**src/verilog/mrb_pkg.sv**
```systemverilog
// Overview of operation
// RULE1: flexible test flag byte is 00 or 02
// RULE2: bytes 1-8 hold flexible test addresses
// RULE3: bytes 9-16 hold inner test addresses
// RULE4: bytes 17-24 hold fixed outer test addresses
// RULE5: bytes 25-28 hold optional inner layer-1 address
// RULE6: calibration record bytes 29 onward are zero
// RULE7: general record starts with format code 0004
// RULE8: disc status byte only 00 to 03
// RULE9: general record byte 3 is zero
// RULE10: unique disc id content is ignored
// RULE11: prepit block tags 01-05 at fixed offsets
// RULE12: prepit copy carries codes, addresses, maker id
// RULE13: shifted middle start or zero when unused
// RULE14: byte 90 bit 0 is zero
// RULE15: byte 90 bits 1-3 mark prerecorded zones
// RULE16: finalized disc invalidates prerecorded fields
// RULE17: four boundary addresses at offsets 92-107
// RULE18: lead-in range start depends on burst area
// RULE19: middle zone limits by disc size
// RULE20: lead-out start is layer-1 last minus 33
// RULE21: big-endian fields, ascending byte order
package mrb_pkg;
  localparam int          REC_BYTES   = 2048;
  localparam logic [10:0] REC_LAST    = 11'h7ff;
  // apb register byte addresses
  localparam logic [7:0] A_CTRL      = 8'h00;
  localparam logic [7:0] A_STATUS    = 8'h04;
  localparam logic [7:0] A_CAL0      = 8'h08;
  localparam logic [7:0] A_CAL6      = 8'h20;
  localparam logic [7:0] A_FLEX      = 8'h24;
  localparam logic [7:0] A_DISC      = 8'h28;
  localparam logic [7:0] A_L0_LAST   = 8'h2c;
  localparam logic [7:0] A_L1_LAST   = 8'h30;
  localparam logic [7:0] A_MFR1_HI   = 8'h34;
  localparam logic [7:0] A_MFR1_LO   = 8'h38;
  localparam logic [7:0] A_MFR2_HI   = 8'h3c;
  localparam logic [7:0] A_MFR2_LO   = 8'h40;
  localparam logic [7:0] A_SHIFT     = 8'h44;
  localparam logic [7:0] A_PREREC    = 8'h48;
  localparam logic [7:0] A_LI_START  = 8'h4c;
  localparam logic [7:0] A_MID1_END  = 8'h50;
  localparam logic [7:0] A_LO_START  = 8'h54;
  localparam logic [7:0] A_RX_INFO   = 8'h58;
  localparam int         CAL_WORDS   = 7;
  // control and pre-recordable range bit positions
  localparam int CTRL_START  = 0;
  localparam int CTRL_GEN    = 1;
  localparam int CTRL_RXGEN  = 2;
  localparam int PRE_SHIFT   = 0;
  localparam int PRE_LEADIN  = 1;
  localparam int PRE_MIDDLE  = 2;
  localparam int PRE_LEADOUT = 3;
  localparam int PRE_NARROW_BURST_CUT_AREA    = 4;
  localparam int PRE_SMALL   = 5;
  // record codes
  localparam logic [7:0]  FLEX_OFF    = 8'h00;
  localparam logic [7:0]  FLEX_ON     = 8'h02;
  localparam logic [15:0] FMT_CODE    = 16'h0004;
  localparam logic [7:0]  ST_FINAL    = 8'h03;
  // offsets in the general record and the end of the calibration record addresses
  localparam logic [10:0] O_PREPIT    = 11'd22;
  localparam logic [10:0] O_PREPIT_E  = 11'd85;
  localparam logic [10:0] O_SHIFT     = 11'd86;
  localparam logic [10:0] O_PRECODE   = 11'd90;
  localparam logic [10:0] O_BOUND     = 11'd92;
  localparam logic [10:0] O_BOUND_E   = 11'd107;
  localparam logic [10:0] O_CAL_E     = 11'd28;
  // pre-recordable range limits
  localparam logic [23:0] LI_START    = 24'hffdbbb;
  localparam logic [23:0] LI_START_NB = 24'hffd2a4;
  localparam logic [23:0] LI_END      = 24'hffd000;
  localparam logic [23:0] MID0_END_L  = 24'hfdcf6d;
  localparam logic [23:0] MID0_END_S  = 24'hff2f22;
  localparam logic [23:0] MID1_ST_L   = 24'h023573;
  localparam logic [23:0] MID1_ST_S   = 24'h00d4d6;
  localparam logic [23:0] MID_BACK    = 24'h000008;
  localparam logic [23:0] LO_BACK     = 24'h000021;
  localparam logic [23:0] LO_END      = 24'h002942;
  localparam logic [23:0] LO_END_NB   = 24'h002f99;
  typedef enum logic [1:0] {
    MRB_IDLE = 2'b01,
    MRB_SEND = 2'b10
  } mrb_tx_e;
endpackage

```
**src/verilog/mrb_builder.sv**
```systemverilog
`timescale 1ns/1ns
// composes calibration and general records onto the write stream and checks
// records arriving from the read path
module mrb_builder (
  // clock and reset
  input  wire logic        pclk,
  input  wire logic        presetn,
  // apb slave
  input  wire logic        psel,
  input  wire logic        penable,
  input  wire logic        pwrite,
  input  wire logic [7:0]  paddr,
  input  wire logic [31:0] pwdata,
  output logic [31:0]      prdata,
  output logic             pready,
  output logic             pslverr,
  // record stream to the write path
  output logic             out_valid,
  output logic [7:0]       out_data,
  output logic             out_last,
  input  wire logic        out_ready,
  // record stream from the read path
  input  wire logic        in_valid,
  input  wire logic [7:0]  in_data,
  input  wire logic        in_last
);
  // software-visible state
  logic [31:0] cal_addr [mrb_pkg::CAL_WORDS];
  logic        flex_on;
  logic        gen_sel;
  logic        rx_gen;
  logic [1:0]  disc_status;
  logic [7:0]  app_code;
  logic [7:0]  phys_code;
  logic [7:0]  part_ext;
  logic [23:0] l0_last;
  logic [23:0] l1_last;
  logic [31:0] mfr1_hi;
  logic [15:0] mfr1_lo;
  logic [31:0] mfr2_hi;
  logic [15:0] mfr2_lo;
  logic [31:0] shift_start;
  logic [5:0]  prerec;
  // checker state
  logic        err_flag;
  logic        err_fmt;
  logic        err_status;
  logic        err_code;
  logic        err_frame;
  logic        chk_done;
  logic [7:0]  rx_fmt_hi;
  logic [7:0]  rx_status;
  logic [7:0]  rx_code;
  // internal wires
  logic        wr_en;
  logic        setup;
  logic        start;
  logic        tx_busy;
  logic [10:0] tx_off;
  logic        advance;
  logic [10:0] rx_off;
  logic        rx_end;
  logic        rx_bad;
  logic [23:0] li_start;
  logic [23:0] mid0_end;
  logic [23:0] mid1_start;
  logic [23:0] mid1_end;
  logic [23:0] lo_start;
  logic [23:0] lo_end;

  // byte of a word, most significant first
  function automatic logic [7:0] be_byte(input logic [31:0] w, input logic [1:0] i);
    be_byte = w[8'(31 - 8 * int'(i)) -: 8]; // RULE21
  endfunction
  // true when an address lies in the calibration word range
  function automatic logic in_cal(input logic [7:0] a);
    in_cal = (a >= mrb_pkg::A_CAL0) && (a <= mrb_pkg::A_CAL6) && (a[1:0] == 2'b00);
  endfunction
  assign setup   = psel && !penable;
  assign wr_en   = psel && penable && pready && pwrite;
  assign start   = wr_en && (paddr == mrb_pkg::A_CTRL) && pwdata[mrb_pkg::CTRL_START];
  assign advance = tx_busy && (!out_valid || out_ready);
  // pre-recordable range limits from disc size, burst area and last addresses
  assign li_start   = prerec[mrb_pkg::PRE_NARROW_BURST_CUT_AREA] ? mrb_pkg::LI_START_NB : mrb_pkg::LI_START; // RULE18
  assign mid0_end   = prerec[mrb_pkg::PRE_SMALL] ? mrb_pkg::MID0_END_S : mrb_pkg::MID0_END_L; // RULE19
  assign mid1_start = prerec[mrb_pkg::PRE_SMALL] ? mrb_pkg::MID1_ST_S : mrb_pkg::MID1_ST_L; // RULE19
  assign mid1_end   = ~(l0_last - mrb_pkg::MID_BACK); // RULE19
  assign lo_start   = l1_last - mrb_pkg::LO_BACK; // RULE20
  assign lo_end     = prerec[mrb_pkg::PRE_NARROW_BURST_CUT_AREA] ? mrb_pkg::LO_END_NB : mrb_pkg::LO_END; // RULE20
  // boundary word for a prerecorded zone, zero when the zone is absent
  function automatic logic [31:0] bound_word(input logic [1:0] k);
    case (k)
      2'd0:    bound_word = prerec[mrb_pkg::PRE_LEADIN] ? {8'h00, mrb_pkg::LI_END} : 32'h0; // RULE17 RULE18
      2'd1:    bound_word = prerec[mrb_pkg::PRE_MIDDLE] ? {8'h00, mid0_end} : 32'h0; // RULE17
      2'd2:    bound_word = prerec[mrb_pkg::PRE_MIDDLE] ? {8'h00, mid1_start} : 32'h0; // RULE17
      default: bound_word = prerec[mrb_pkg::PRE_LEADOUT] ? {8'h00, lo_start} : 32'h0; // RULE17
    endcase
  endfunction
  // calibration-location record byte at an offset
  function automatic logic [7:0] cal_byte(input logic [10:0] o);
    logic [10:0] r;
    r = o - 11'd1;
    if (o == 11'd0) begin
      cal_byte = flex_on ? mrb_pkg::FLEX_ON : mrb_pkg::FLEX_OFF; // RULE1
    end else if (o <= mrb_pkg::O_CAL_E) begin
      cal_byte = be_byte(cal_addr[r[4:2]], r[1:0]); // RULE2 RULE3 RULE4 RULE5
    end else begin
      cal_byte = 8'h00; // RULE6
    end
  endfunction
  // pre-pit copy byte at an offset inside 22..85, multi-byte fields msb first
  function automatic logic [7:0] prepit_byte(input logic [10:0] o);
    case (o)
      11'd22:  prepit_byte = 8'h01; // RULE11
      11'd23:  prepit_byte = app_code; // RULE12
      11'd24:  prepit_byte = phys_code; // RULE12
      11'd25, 11'd26, 11'd27: prepit_byte = be_byte({8'h00, l0_last}, 2'(o - 11'd24)); // RULE12
      11'd28:  prepit_byte = part_ext; // RULE12
      11'd30:  prepit_byte = 8'h02; // RULE11
      11'd33, 11'd34, 11'd35: prepit_byte = be_byte({8'h00, l1_last}, 2'(o - 11'd32)); // RULE12
      11'd38:  prepit_byte = 8'h03; // RULE11
      11'd39, 11'd40, 11'd41, 11'd42: prepit_byte = be_byte(mfr1_hi, 2'(o - 11'd39)); // RULE12
      11'd43, 11'd44: prepit_byte = be_byte({16'h0, mfr1_lo}, 2'(o - 11'd41));
      11'd46:  prepit_byte = 8'h04; // RULE11
      11'd47, 11'd48, 11'd49, 11'd50: prepit_byte = be_byte(mfr2_hi, 2'(o - 11'd47)); // RULE12
      11'd51, 11'd52: prepit_byte = be_byte({16'h0, mfr2_lo}, 2'(o - 11'd49));
      11'd54:  prepit_byte = 8'h05; // RULE11
      default: prepit_byte = 8'h00; // RULE12
    endcase
  endfunction
  // general disc-information record byte at an offset
  function automatic logic [7:0] gen_byte(input logic [10:0] o);
    logic [10:0] b;
    logic [10:0] s;
    b = o - mrb_pkg::O_BOUND;
    s = o - mrb_pkg::O_SHIFT;
    if (o == 11'd0) begin
      gen_byte = mrb_pkg::FMT_CODE[15:8]; // RULE7
    end else if (o == 11'd1) begin
      gen_byte = mrb_pkg::FMT_CODE[7:0]; // RULE7
    end else if (o == 11'd2) begin
      gen_byte = {6'h00, disc_status}; // RULE8
    end else if (o < mrb_pkg::O_PREPIT) begin
      gen_byte = 8'h00; // RULE9 RULE10
    end else if (o <= mrb_pkg::O_PREPIT_E) begin
      gen_byte = prepit_byte(o);
    end else if (o < mrb_pkg::O_PRECODE) begin
      gen_byte = prerec[mrb_pkg::PRE_SHIFT] ? be_byte(shift_start, s[1:0]) : 8'h00; // RULE13
    end else if (o == mrb_pkg::O_PRECODE) begin
      gen_byte = {4'h0, prerec[mrb_pkg::PRE_LEADOUT], prerec[mrb_pkg::PRE_MIDDLE],
                  prerec[mrb_pkg::PRE_LEADIN], 1'b0}; // RULE14 RULE15
    end else if (o >= mrb_pkg::O_BOUND && o <= mrb_pkg::O_BOUND_E) begin
      gen_byte = be_byte(bound_word(b[3:2]), b[1:0]); // RULE17
    end else begin
      gen_byte = 8'h00;
    end
  endfunction
  // offset sequencer for the outgoing record
  mrb_tx_seq u_tx_seq (
    .pclk    (pclk),
    .presetn (presetn),
    .start   (start),
    .advance (advance),
    .busy    (tx_busy),
    .offset  (tx_off)
  );
  // offset tracker for the incoming record
  mrb_rx_track u_rx_track (
    .pclk      (pclk),
    .presetn   (presetn),
    .in_valid  (in_valid),
    .in_last   (in_last),
    .offset    (rx_off),
    .frame_end (rx_end),
    .frame_bad (rx_bad)
  );
  // outgoing byte register, held while the write path stalls
  always_ff @(posedge pclk or negedge presetn) begin
    if (!presetn) begin
      out_valid <= 1'b0;
      out_data  <= 8'h00;
      out_last  <= 1'b0;
    end else if (advance) begin
      out_valid <= 1'b1;
      out_data  <= gen_sel ? gen_byte(tx_off) : cal_byte(tx_off); // RULE21
      out_last  <= (tx_off == mrb_pkg::REC_LAST);
    end else if (out_ready) begin
      out_valid <= 1'b0;
      out_last  <= 1'b0;
    end
  end

  // software-written configuration
  always_ff @(posedge pclk or negedge presetn) begin
    if (!presetn) begin
      for (int i = 0; i < mrb_pkg::CAL_WORDS; i++) begin
        cal_addr[i] <= 32'h0;
      end
      flex_on     <= 1'b0;
      gen_sel     <= 1'b0;
      rx_gen      <= 1'b0;
      disc_status <= 2'b00;
      app_code    <= 8'h00;
      phys_code   <= 8'h00;
      part_ext    <= 8'h00;
      l0_last     <= 24'h0;
      l1_last     <= 24'h0;
      mfr1_hi     <= 32'h0;
      mfr1_lo     <= 16'h0;
      mfr2_hi     <= 32'h0;
      mfr2_lo     <= 16'h0;
      shift_start <= 32'h0;
      prerec      <= 6'h00;
    end else if (wr_en) begin
      if (paddr == mrb_pkg::A_CTRL) begin
        if (!tx_busy) begin
          gen_sel <= pwdata[mrb_pkg::CTRL_GEN];
        end
        rx_gen <= pwdata[mrb_pkg::CTRL_RXGEN];
      end else if (in_cal(paddr)) begin
        cal_addr[3'(paddr[7:2] - 6'd2)] <= pwdata;
      end else if (paddr == mrb_pkg::A_FLEX) begin
        flex_on <= pwdata[0];
      end else if (paddr == mrb_pkg::A_DISC) begin
        disc_status <= pwdata[1:0]; // RULE8
        app_code    <= pwdata[15:8];
        phys_code   <= pwdata[23:16];
        part_ext    <= pwdata[31:24];
      end else if (paddr == mrb_pkg::A_L0_LAST) begin
        l0_last <= pwdata[23:0];
      end else if (paddr == mrb_pkg::A_L1_LAST) begin
        l1_last <= pwdata[23:0];
      end else if (paddr == mrb_pkg::A_MFR1_HI) begin
        mfr1_hi <= pwdata;
      end else if (paddr == mrb_pkg::A_MFR1_LO) begin
        mfr1_lo <= pwdata[15:0];
      end else if (paddr == mrb_pkg::A_MFR2_HI) begin
        mfr2_hi <= pwdata;
      end else if (paddr == mrb_pkg::A_MFR2_LO) begin
        mfr2_lo <= pwdata[15:0];
      end else if (paddr == mrb_pkg::A_SHIFT) begin
        shift_start <= pwdata;
      end else if (paddr == mrb_pkg::A_PREREC) begin
        prerec <= pwdata[5:0];
      end
    end
  end

  // capture of incoming status fields
  always_ff @(posedge pclk or negedge presetn) begin
    if (!presetn) begin
      rx_fmt_hi <= 8'h00;
      rx_status <= 8'h00;
      rx_code   <= 8'h00;
    end else if (in_valid && rx_gen) begin
      if (rx_off == 11'd0) begin
        rx_fmt_hi <= in_data;
      end
      if (rx_off == 11'd2) begin
        rx_status <= in_data;
      end
      if (rx_off == mrb_pkg::O_PRECODE) begin
        rx_code <= in_data;
      end
    end
  end

  // sticky check results; a new error wins over a clear in the same cycle
  always_ff @(posedge pclk or negedge presetn) begin
    if (!presetn) begin
      err_flag   <= 1'b0;
      err_fmt    <= 1'b0;
      err_status <= 1'b0;
      err_code   <= 1'b0;
      err_frame  <= 1'b0;
      chk_done   <= 1'b0;
    end else begin
      if (wr_en && paddr == mrb_pkg::A_STATUS) begin
        err_flag   <= err_flag   & ~pwdata[2];
        err_fmt    <= err_fmt    & ~pwdata[3];
        err_status <= err_status & ~pwdata[4];
        err_code   <= err_code   & ~pwdata[5];
        err_frame  <= err_frame  & ~pwdata[6];
        chk_done   <= chk_done   & ~pwdata[1];
      end
      if (rx_end) begin
        chk_done <= 1'b1;
      end
      if (rx_bad) begin
        err_frame <= 1'b1;
      end
      if (in_valid && !rx_gen && rx_off == 11'd0 &&
          in_data != mrb_pkg::FLEX_OFF && in_data != mrb_pkg::FLEX_ON) begin
        err_flag <= 1'b1; // RULE1
      end
      if (in_valid && rx_gen && rx_off == 11'd1 &&
          {rx_fmt_hi, in_data} != mrb_pkg::FMT_CODE) begin
        err_fmt <= 1'b1; // RULE7
      end
      if (in_valid && rx_gen && rx_off == 11'd2 && in_data > mrb_pkg::ST_FINAL) begin
        err_status <= 1'b1; // RULE8
      end
      // unique id bytes are never examined; code byte only checked when not finalized
      if (in_valid && rx_gen && rx_off == mrb_pkg::O_PRECODE &&
          rx_status != mrb_pkg::ST_FINAL && (in_data[0] || in_data[7:4] != 4'h0)) begin
        err_code <= 1'b1; // RULE10 RULE14 RULE16
      end
    end
  end

  // apb answer: ready in the first access cycle, unmapped reads error
  always_ff @(posedge pclk or negedge presetn) begin
    if (!presetn) begin
      pready  <= 1'b0;
      pslverr <= 1'b0;
      prdata  <= 32'h0;
    end else begin
      pready  <= setup;
      pslverr <= 1'b0;
      prdata  <= 32'h0;
      if (setup && !pwrite) begin
        if (paddr == mrb_pkg::A_CTRL) begin
          prdata <= {29'h0, rx_gen, gen_sel, 1'b0};
        end else if (paddr == mrb_pkg::A_STATUS) begin
          prdata <= {25'h0, err_frame, err_code, err_status, err_fmt, err_flag,
                     chk_done, tx_busy};
        end else if (in_cal(paddr)) begin
          prdata <= cal_addr[3'(paddr[7:2] - 6'd2)];
        end else if (paddr == mrb_pkg::A_FLEX) begin
          prdata <= {31'h0, flex_on};
        end else if (paddr == mrb_pkg::A_DISC) begin
          prdata <= {part_ext, phys_code, app_code, 6'h00, disc_status};
        end else if (paddr == mrb_pkg::A_L0_LAST) begin
          prdata <= {8'h00, l0_last};
        end else if (paddr == mrb_pkg::A_L1_LAST) begin
          prdata <= {8'h00, l1_last};
        end else if (paddr == mrb_pkg::A_MFR1_HI) begin
          prdata <= mfr1_hi;
        end else if (paddr == mrb_pkg::A_MFR1_LO) begin
          prdata <= {16'h0, mfr1_lo};
        end else if (paddr == mrb_pkg::A_MFR2_HI) begin
          prdata <= mfr2_hi;
        end else if (paddr == mrb_pkg::A_MFR2_LO) begin
          prdata <= {16'h0, mfr2_lo};
        end else if (paddr == mrb_pkg::A_SHIFT) begin
          prdata <= shift_start;
        end else if (paddr == mrb_pkg::A_PREREC) begin
          prdata <= {26'h0, prerec};
        end else if (paddr == mrb_pkg::A_LI_START) begin
          prdata <= {8'h00, li_start}; // RULE18
        end else if (paddr == mrb_pkg::A_MID1_END) begin
          prdata <= {8'h00, mid1_end}; // RULE19
        end else if (paddr == mrb_pkg::A_LO_START) begin
          prdata <= {lo_end, 8'h00} | 32'h0; // RULE20
        end else if (paddr == mrb_pkg::A_RX_INFO) begin
          prdata <= {15'h0, rx_status != mrb_pkg::ST_FINAL, rx_status,
                     rx_status == mrb_pkg::ST_FINAL ? 8'h00 : rx_code}; // RULE16
        end else begin
          pslverr <= 1'b1;
        end
      end else if (setup && pwrite) begin
        if (!(paddr <= mrb_pkg::A_PREREC && paddr[1:0] == 2'b00)) begin
          pslverr <= 1'b1;
        end
      end
    end
  end
endmodule // mrb_builder

```
**src/verilog/mrb_tx_seq.sv**
```systemverilog
`timescale 1ns/1ns
// walks the record offsets once per start, advancing on each accepted byte
module mrb_tx_seq (
  // clock and reset
  input  wire logic        pclk,
  input  wire logic        presetn,
  // control
  input  wire logic        start,
  input  wire logic        advance,
  // sequence state
  output logic             busy,
  output logic [10:0]      offset
);
  mrb_pkg::mrb_tx_e state;

  // state and offset counter
  always_ff @(posedge pclk or negedge presetn) begin
    if (!presetn) begin
      state  <= mrb_pkg::MRB_IDLE;
      offset <= 11'h000;
    end else begin
      case (state)
        mrb_pkg::MRB_IDLE: begin
          if (start) begin
            state  <= mrb_pkg::MRB_SEND;
            offset <= 11'h000;
          end
        end
        mrb_pkg::MRB_SEND: begin
          if (advance) begin
            if (offset == mrb_pkg::REC_LAST) begin
              state <= mrb_pkg::MRB_IDLE;
            end else begin
              offset <= offset + 11'h001; // RULE21
            end
          end
        end
        default: state <= mrb_pkg::MRB_IDLE;
      endcase
    end
  end

  assign busy = (state == mrb_pkg::MRB_SEND);
endmodule // mrb_tx_seq

```
**src/verilog/mrb_rx_track.sv**
```systemverilog
`timescale 1ns/1ns
// tracks the offset of each incoming record byte and flags bad framing
module mrb_rx_track (
  // clock and reset
  input  wire logic        pclk,
  input  wire logic        presetn,
  // incoming byte strobe
  input  wire logic        in_valid,
  input  wire logic        in_last,
  // tracking results
  output logic [10:0]      offset,
  output logic             frame_end,
  output logic             frame_bad
);
  // offset advances per byte, restarts after a last byte
  always_ff @(posedge pclk or negedge presetn) begin
    if (!presetn) begin
      offset <= 11'h000;
    end else if (in_valid) begin
      offset <= in_last ? 11'h000 : offset + 11'h001;
    end
  end

  assign frame_end = in_valid && in_last;
  assign frame_bad = in_valid && (in_last != (offset == mrb_pkg::REC_LAST));
endmodule // mrb_rx_track

```
**config.mk**
```make
export PLATFORM = sky130hd
export DESIGN_NAME = mrb_builder
export DESIGN_NICKNAME = d
export VERILOG_FILES = /design/src/verilog/mrb_pkg.sv /design/src/verilog/mrb_builder.sv /design/src/verilog/mrb_tx_seq.sv /design/src/verilog/mrb_rx_track.sv
export SDC_FILE = /design/constraint.sdc
export NUM_CORES = 1
export LEC_CHECK = 0
export ABC_AREA = 1
export BUFFER_PORTS_ARGS = -buffer_cell sky130_fd_sc_hd__buf_2
export CORE_MARGIN = 8
export CORE_UTILIZATION = 30
export DETAILED_ROUTE_END_ITERATION = 6
export GPL_TIMING_DRIVEN = 1
export PLACE_DENSITY = 0.46
export RECOVER_POWER = 25
export SKIP_CTS_REPAIR_TIMING = 1
export SLEW_MARGIN = 15
export SYNTH_ARGS = -nofsm -noshare
export SYNTH_HDL_FRONTEND = slang
export SYNTH_HIERARCHICAL = 1
export SYNTH_SLANG_ARGS = --single-unit
```
**constraint.sdc**
```tcl
create_clock -name pclk -period 3.25 [get_ports pclk]
set_input_delay 0.65 -clock pclk [delete_from_list [all_inputs] [get_ports pclk]]
set_output_delay 0.65 -clock pclk [all_outputs]
set_load 0.03 [all_outputs]
```
==> results.tsv <==
metric	value	unit
Rows	116	
synth-to-layout area growth	17.6	%
Max Fclk	319	MHz
initial antenna violation count	5	
drt total wl	142000	microns
Worst VDD drop	0.000395	V
Max-Cap Viols	1	
first-pass GRT wire length	206000	microns
CP Launch Type	flip-flop	
ant diodes	0	
via/cell ratio	5.45	
final period utilization	0.963	
Net Count, Synth	4268	
ys flop type	dfrtp_1	
CTS root buffer	clkbuf_16	
status	finished with violations	
flop2flop setup slack	120	ps
antenna viol nets, final	0	
share of cells above drive strength 1	0.115	
Worst R2R Path Depth	18	
sequential element share of the synthesized area	0.442	
overall routing resource usage	0.247	
CTS Sinks	533	
Synthesis Warnings	6	
register bit count reported by yosys	533	
PortBufs	99	
number of global-route vias before repair	28800	
Synth Instances	4199	
TritonCTS buffer count	66	
CP required	3760	ps
post-synth top area share	0.441	
Post-Place Worst Slack	-123	ps
Crit-path slowest cell	dfrtp_1	
post-synth cell types	58	
count of final max-slew check failures	44	
clock transition at the registers of the reported paths	60	ps
hold path depth	2	
H-Tree Depth	3	
P_leak	16.2	nW
Setup violations, final	0	
Min Clock Period, post-route	3130	ps
placed insts	5551	
synth cell count leaders	nand2_1, o21ai_0, dfrtp_1	
GPL Wtd Cong	0.984	
clock buffer depth	3	
Netlist Area Pre-Place	30200	sq um
Crit. End Element	flip-flop	
PwrDens	594	nW/um^2
die width	333	microns
io pins	100	
Core Region	100000	sq um
register area	13300	sq um
Final #Nets	4391	
final hold vios	0	
final worst slack	119	ps
die area	111000	sq um
Clk Latency, worst-skew pair	620	ps
Avg WL per Cell	25.1	microns
clk_skew	26.9	ps
total grt overflow	0	
chip height	333	microns
Filler cells	10700	
Post-synth ARST share	1.00	
Initial Utilization	0.302	
multi-input logic area	14700	sq um
count leader, synth	nand2_1	
CP Max Fanout	22	
setup TNS	0	ps
DP Area	33500	sq um
critical path arrival	3640	ps
Area contributors post-synth	dfrtp_1, nand2_1, o21ai_0, nand3_1, inv_1	
Non-Filler Instances	5665	
cell area after layout	35500	sq um
worst hold path class	input pin to flip-flop	
failing checks	max-capacitance violations, max-slew violations	
RSZ-0062 raised after global routing	no	
Worst path most repeated cell	nand2_1	
TritonCTS clock tree	yes	
Rel. slew slack	-0.00438	
largest area contributor in the netlist	dfrtp_1	
largest net degree at the start of global routing	104	
number of synthesized flops with an enable pin	0	
Avg Inst Size Synth	7.19	sq um
worst path cell trace	clkinv_1, ha_1, nand2_1, nand2_1, nand2_1, buf_12, clkinv_1, buf_4, nand2_1, nand3_1, nand3_1, o2111ai_1, nor2_1, nand3_1, nand2_1, nand2_1, nand2_1, nand2_1	
total number of vias	30900	
Residual DRC	0	
DRT iter0 DRCs	3557	
drt pass-1 iters	7	
Crit Path Class	flip-flop to flip-flop	
DP HPWL	103000	microns
Worst-Margin Slew	1510	ps
CP peak stage delay	430	ps
final cells by class:
type                            instances  share of cell area
Clock inverter                         14             0.00285
Clock buffer                           99              0.0562
Tap cell                             1298              0.0457
Inverter                              306              0.0323
Multi-Input combinational cell       3099               0.415
Timing Repair Buffer                  316              0.0721
Sequential cell                       533               0.376
stage by stage:
| stage | hold slack [ps] | power, mW | util |
|---|---|---|---|
| after CTS | -29.2 | 21.2 | 0.356 |
| final | 235 | 21.1 | 0.355 |
| after global placement | 459 | 13.8 | 0.335 |
| after global routing | 248 | 22.0 | 0.355 |
| after floorplan | 354 | 10.5 | - |
| after detailed placement | 465 | 13.8 | 0.335 |
report_power, final:
group	switching, mW	total [mW]	internal [mW]	leakage (nW)
registers	0.109	6.84	6.73	7.29
logic	4.81	6.97	2.15	7.91
clock network	3.06	7.29	4.24	1.02
layout by cell type, fill, tap and decap left out, types with 5 or more instances in the layout:
master | netlist | final
nand2_1 | 1176 | 1169
o21ai_0 | 738 | 739
dfrtp_1 | 532 | 531
inv_1 | 288 | 286
nor2_1 | 282 | 277
nand3_1 | 261 | 260
a21oi_1 | 196 | 196
buf_4 | 1 | 172
buf_2 | 44 | 97
o22ai_1 | 92 | 92
clkbuf_16 | 0 | 67
o211ai_1 | 39 | 39
buf_12 | 0 | 36
nor3_1 | 32 | 32
nand4_1 | 30 | 30
o21ai_1 | 26 | 25
or2_2 | 22 | 22
clkbuf_8 | 0 | 20
mux2i_1 | 19 | 19
a31oi_1 | 18 | 18
nor2_2 | 11 | 16
clkbuf_1 | 200 | 16
clkinv_1 | 12 | 12
o31ai_1 | 12 | 12
o221ai_1 | 12 | 12
nor4_1 | 12 | 12
ha_1 | 13 | 12
nand2_2 | 6 | 11
a221oi_1 | 10 | 10
o2111ai_1 | 10 | 10
nand3_2 | 8 | 9
inv_2 | 6 | 8
xor2_1 | 8 | 8
o21ai_2 | 8 | 8
o21a_1 | 7 | 7
a311oi_1 | 6 | 6
nand3b_1 | 6 | 6
clkinvlp_4 | 0 | 5
path summary, 6_finish.rpt:
| check | startpoint | to |
|---|---|---|
| min in group asynchronous | presetn | cal_addr[5] |
| setup reg to reg | u_tx_seq/offset[1] | out_data[4] |
| setup / recovery | u_tx_seq/offset[1] | out_data[4] |
| max in group asynchronous | presetn | cal_addr[121] |
| hold reg to reg | rx_fmt_hi[3] | rx_fmt_hi[3] |
| hold / removal | penable | pready |
layer usage:
metal,track usage,share of wire,vias up
met5,0,0.00025,-
met4,0.0770,0.033,6
met3,0.0426,0.079,217
met2,0.363,0.42,1353
met1,0.367,0.47,14900
li1,-,-,14300
worst max-delay path, delay by kind of cell (launching register included):
family,cells,cell delay (ps)
AND/OR/NAND/NOR,12,1470
buffers and inverters,4,640
AO/OA/AOI/OAI,1,190
flip-flops,1,430
adder cells (fa/ha/maj),1,280
cell families after synthesis:
kind of cell / after synthesis / share of synthesized area
DFF: 533 / 0.442
buffers and inverters: 567 / 0.0726
adders and majority gates: 13 / 0.00538
AOI/OAI and AO/OA: 1193 / 0.215
and+or+nand+nor: 1862 / 0.256
muxes: 19 / 0.00629
xor gates and xnor gates: 12 / 0.00373
state kept, by name (all words and copies together), names as in the netlist, 6 cells and up:
| signal | count |
|---|---|
| cal_addr | 224 |
| mfr1_hi | 32 |
| mfr2_hi | 32 |
| prdata | 32 |
| shift_start | 32 |
| l0_last | 24 |
| l1_last | 24 |
| mfr1_lo | 16 |
| mfr2_lo | 16 |
| u_rx_track/offset | 11 |
| u_tx_seq/offset | 11 |
| app_code | 8 |
| out_data | 8 |
| part_ext | 8 |
| phys_code | 8 |
| rx_code | 8 |
| rx_fmt_hi | 8 |
| rx_status | 8 |
| prerec | 6 |
Note: power is estimated with default switching activity, not from simulation.
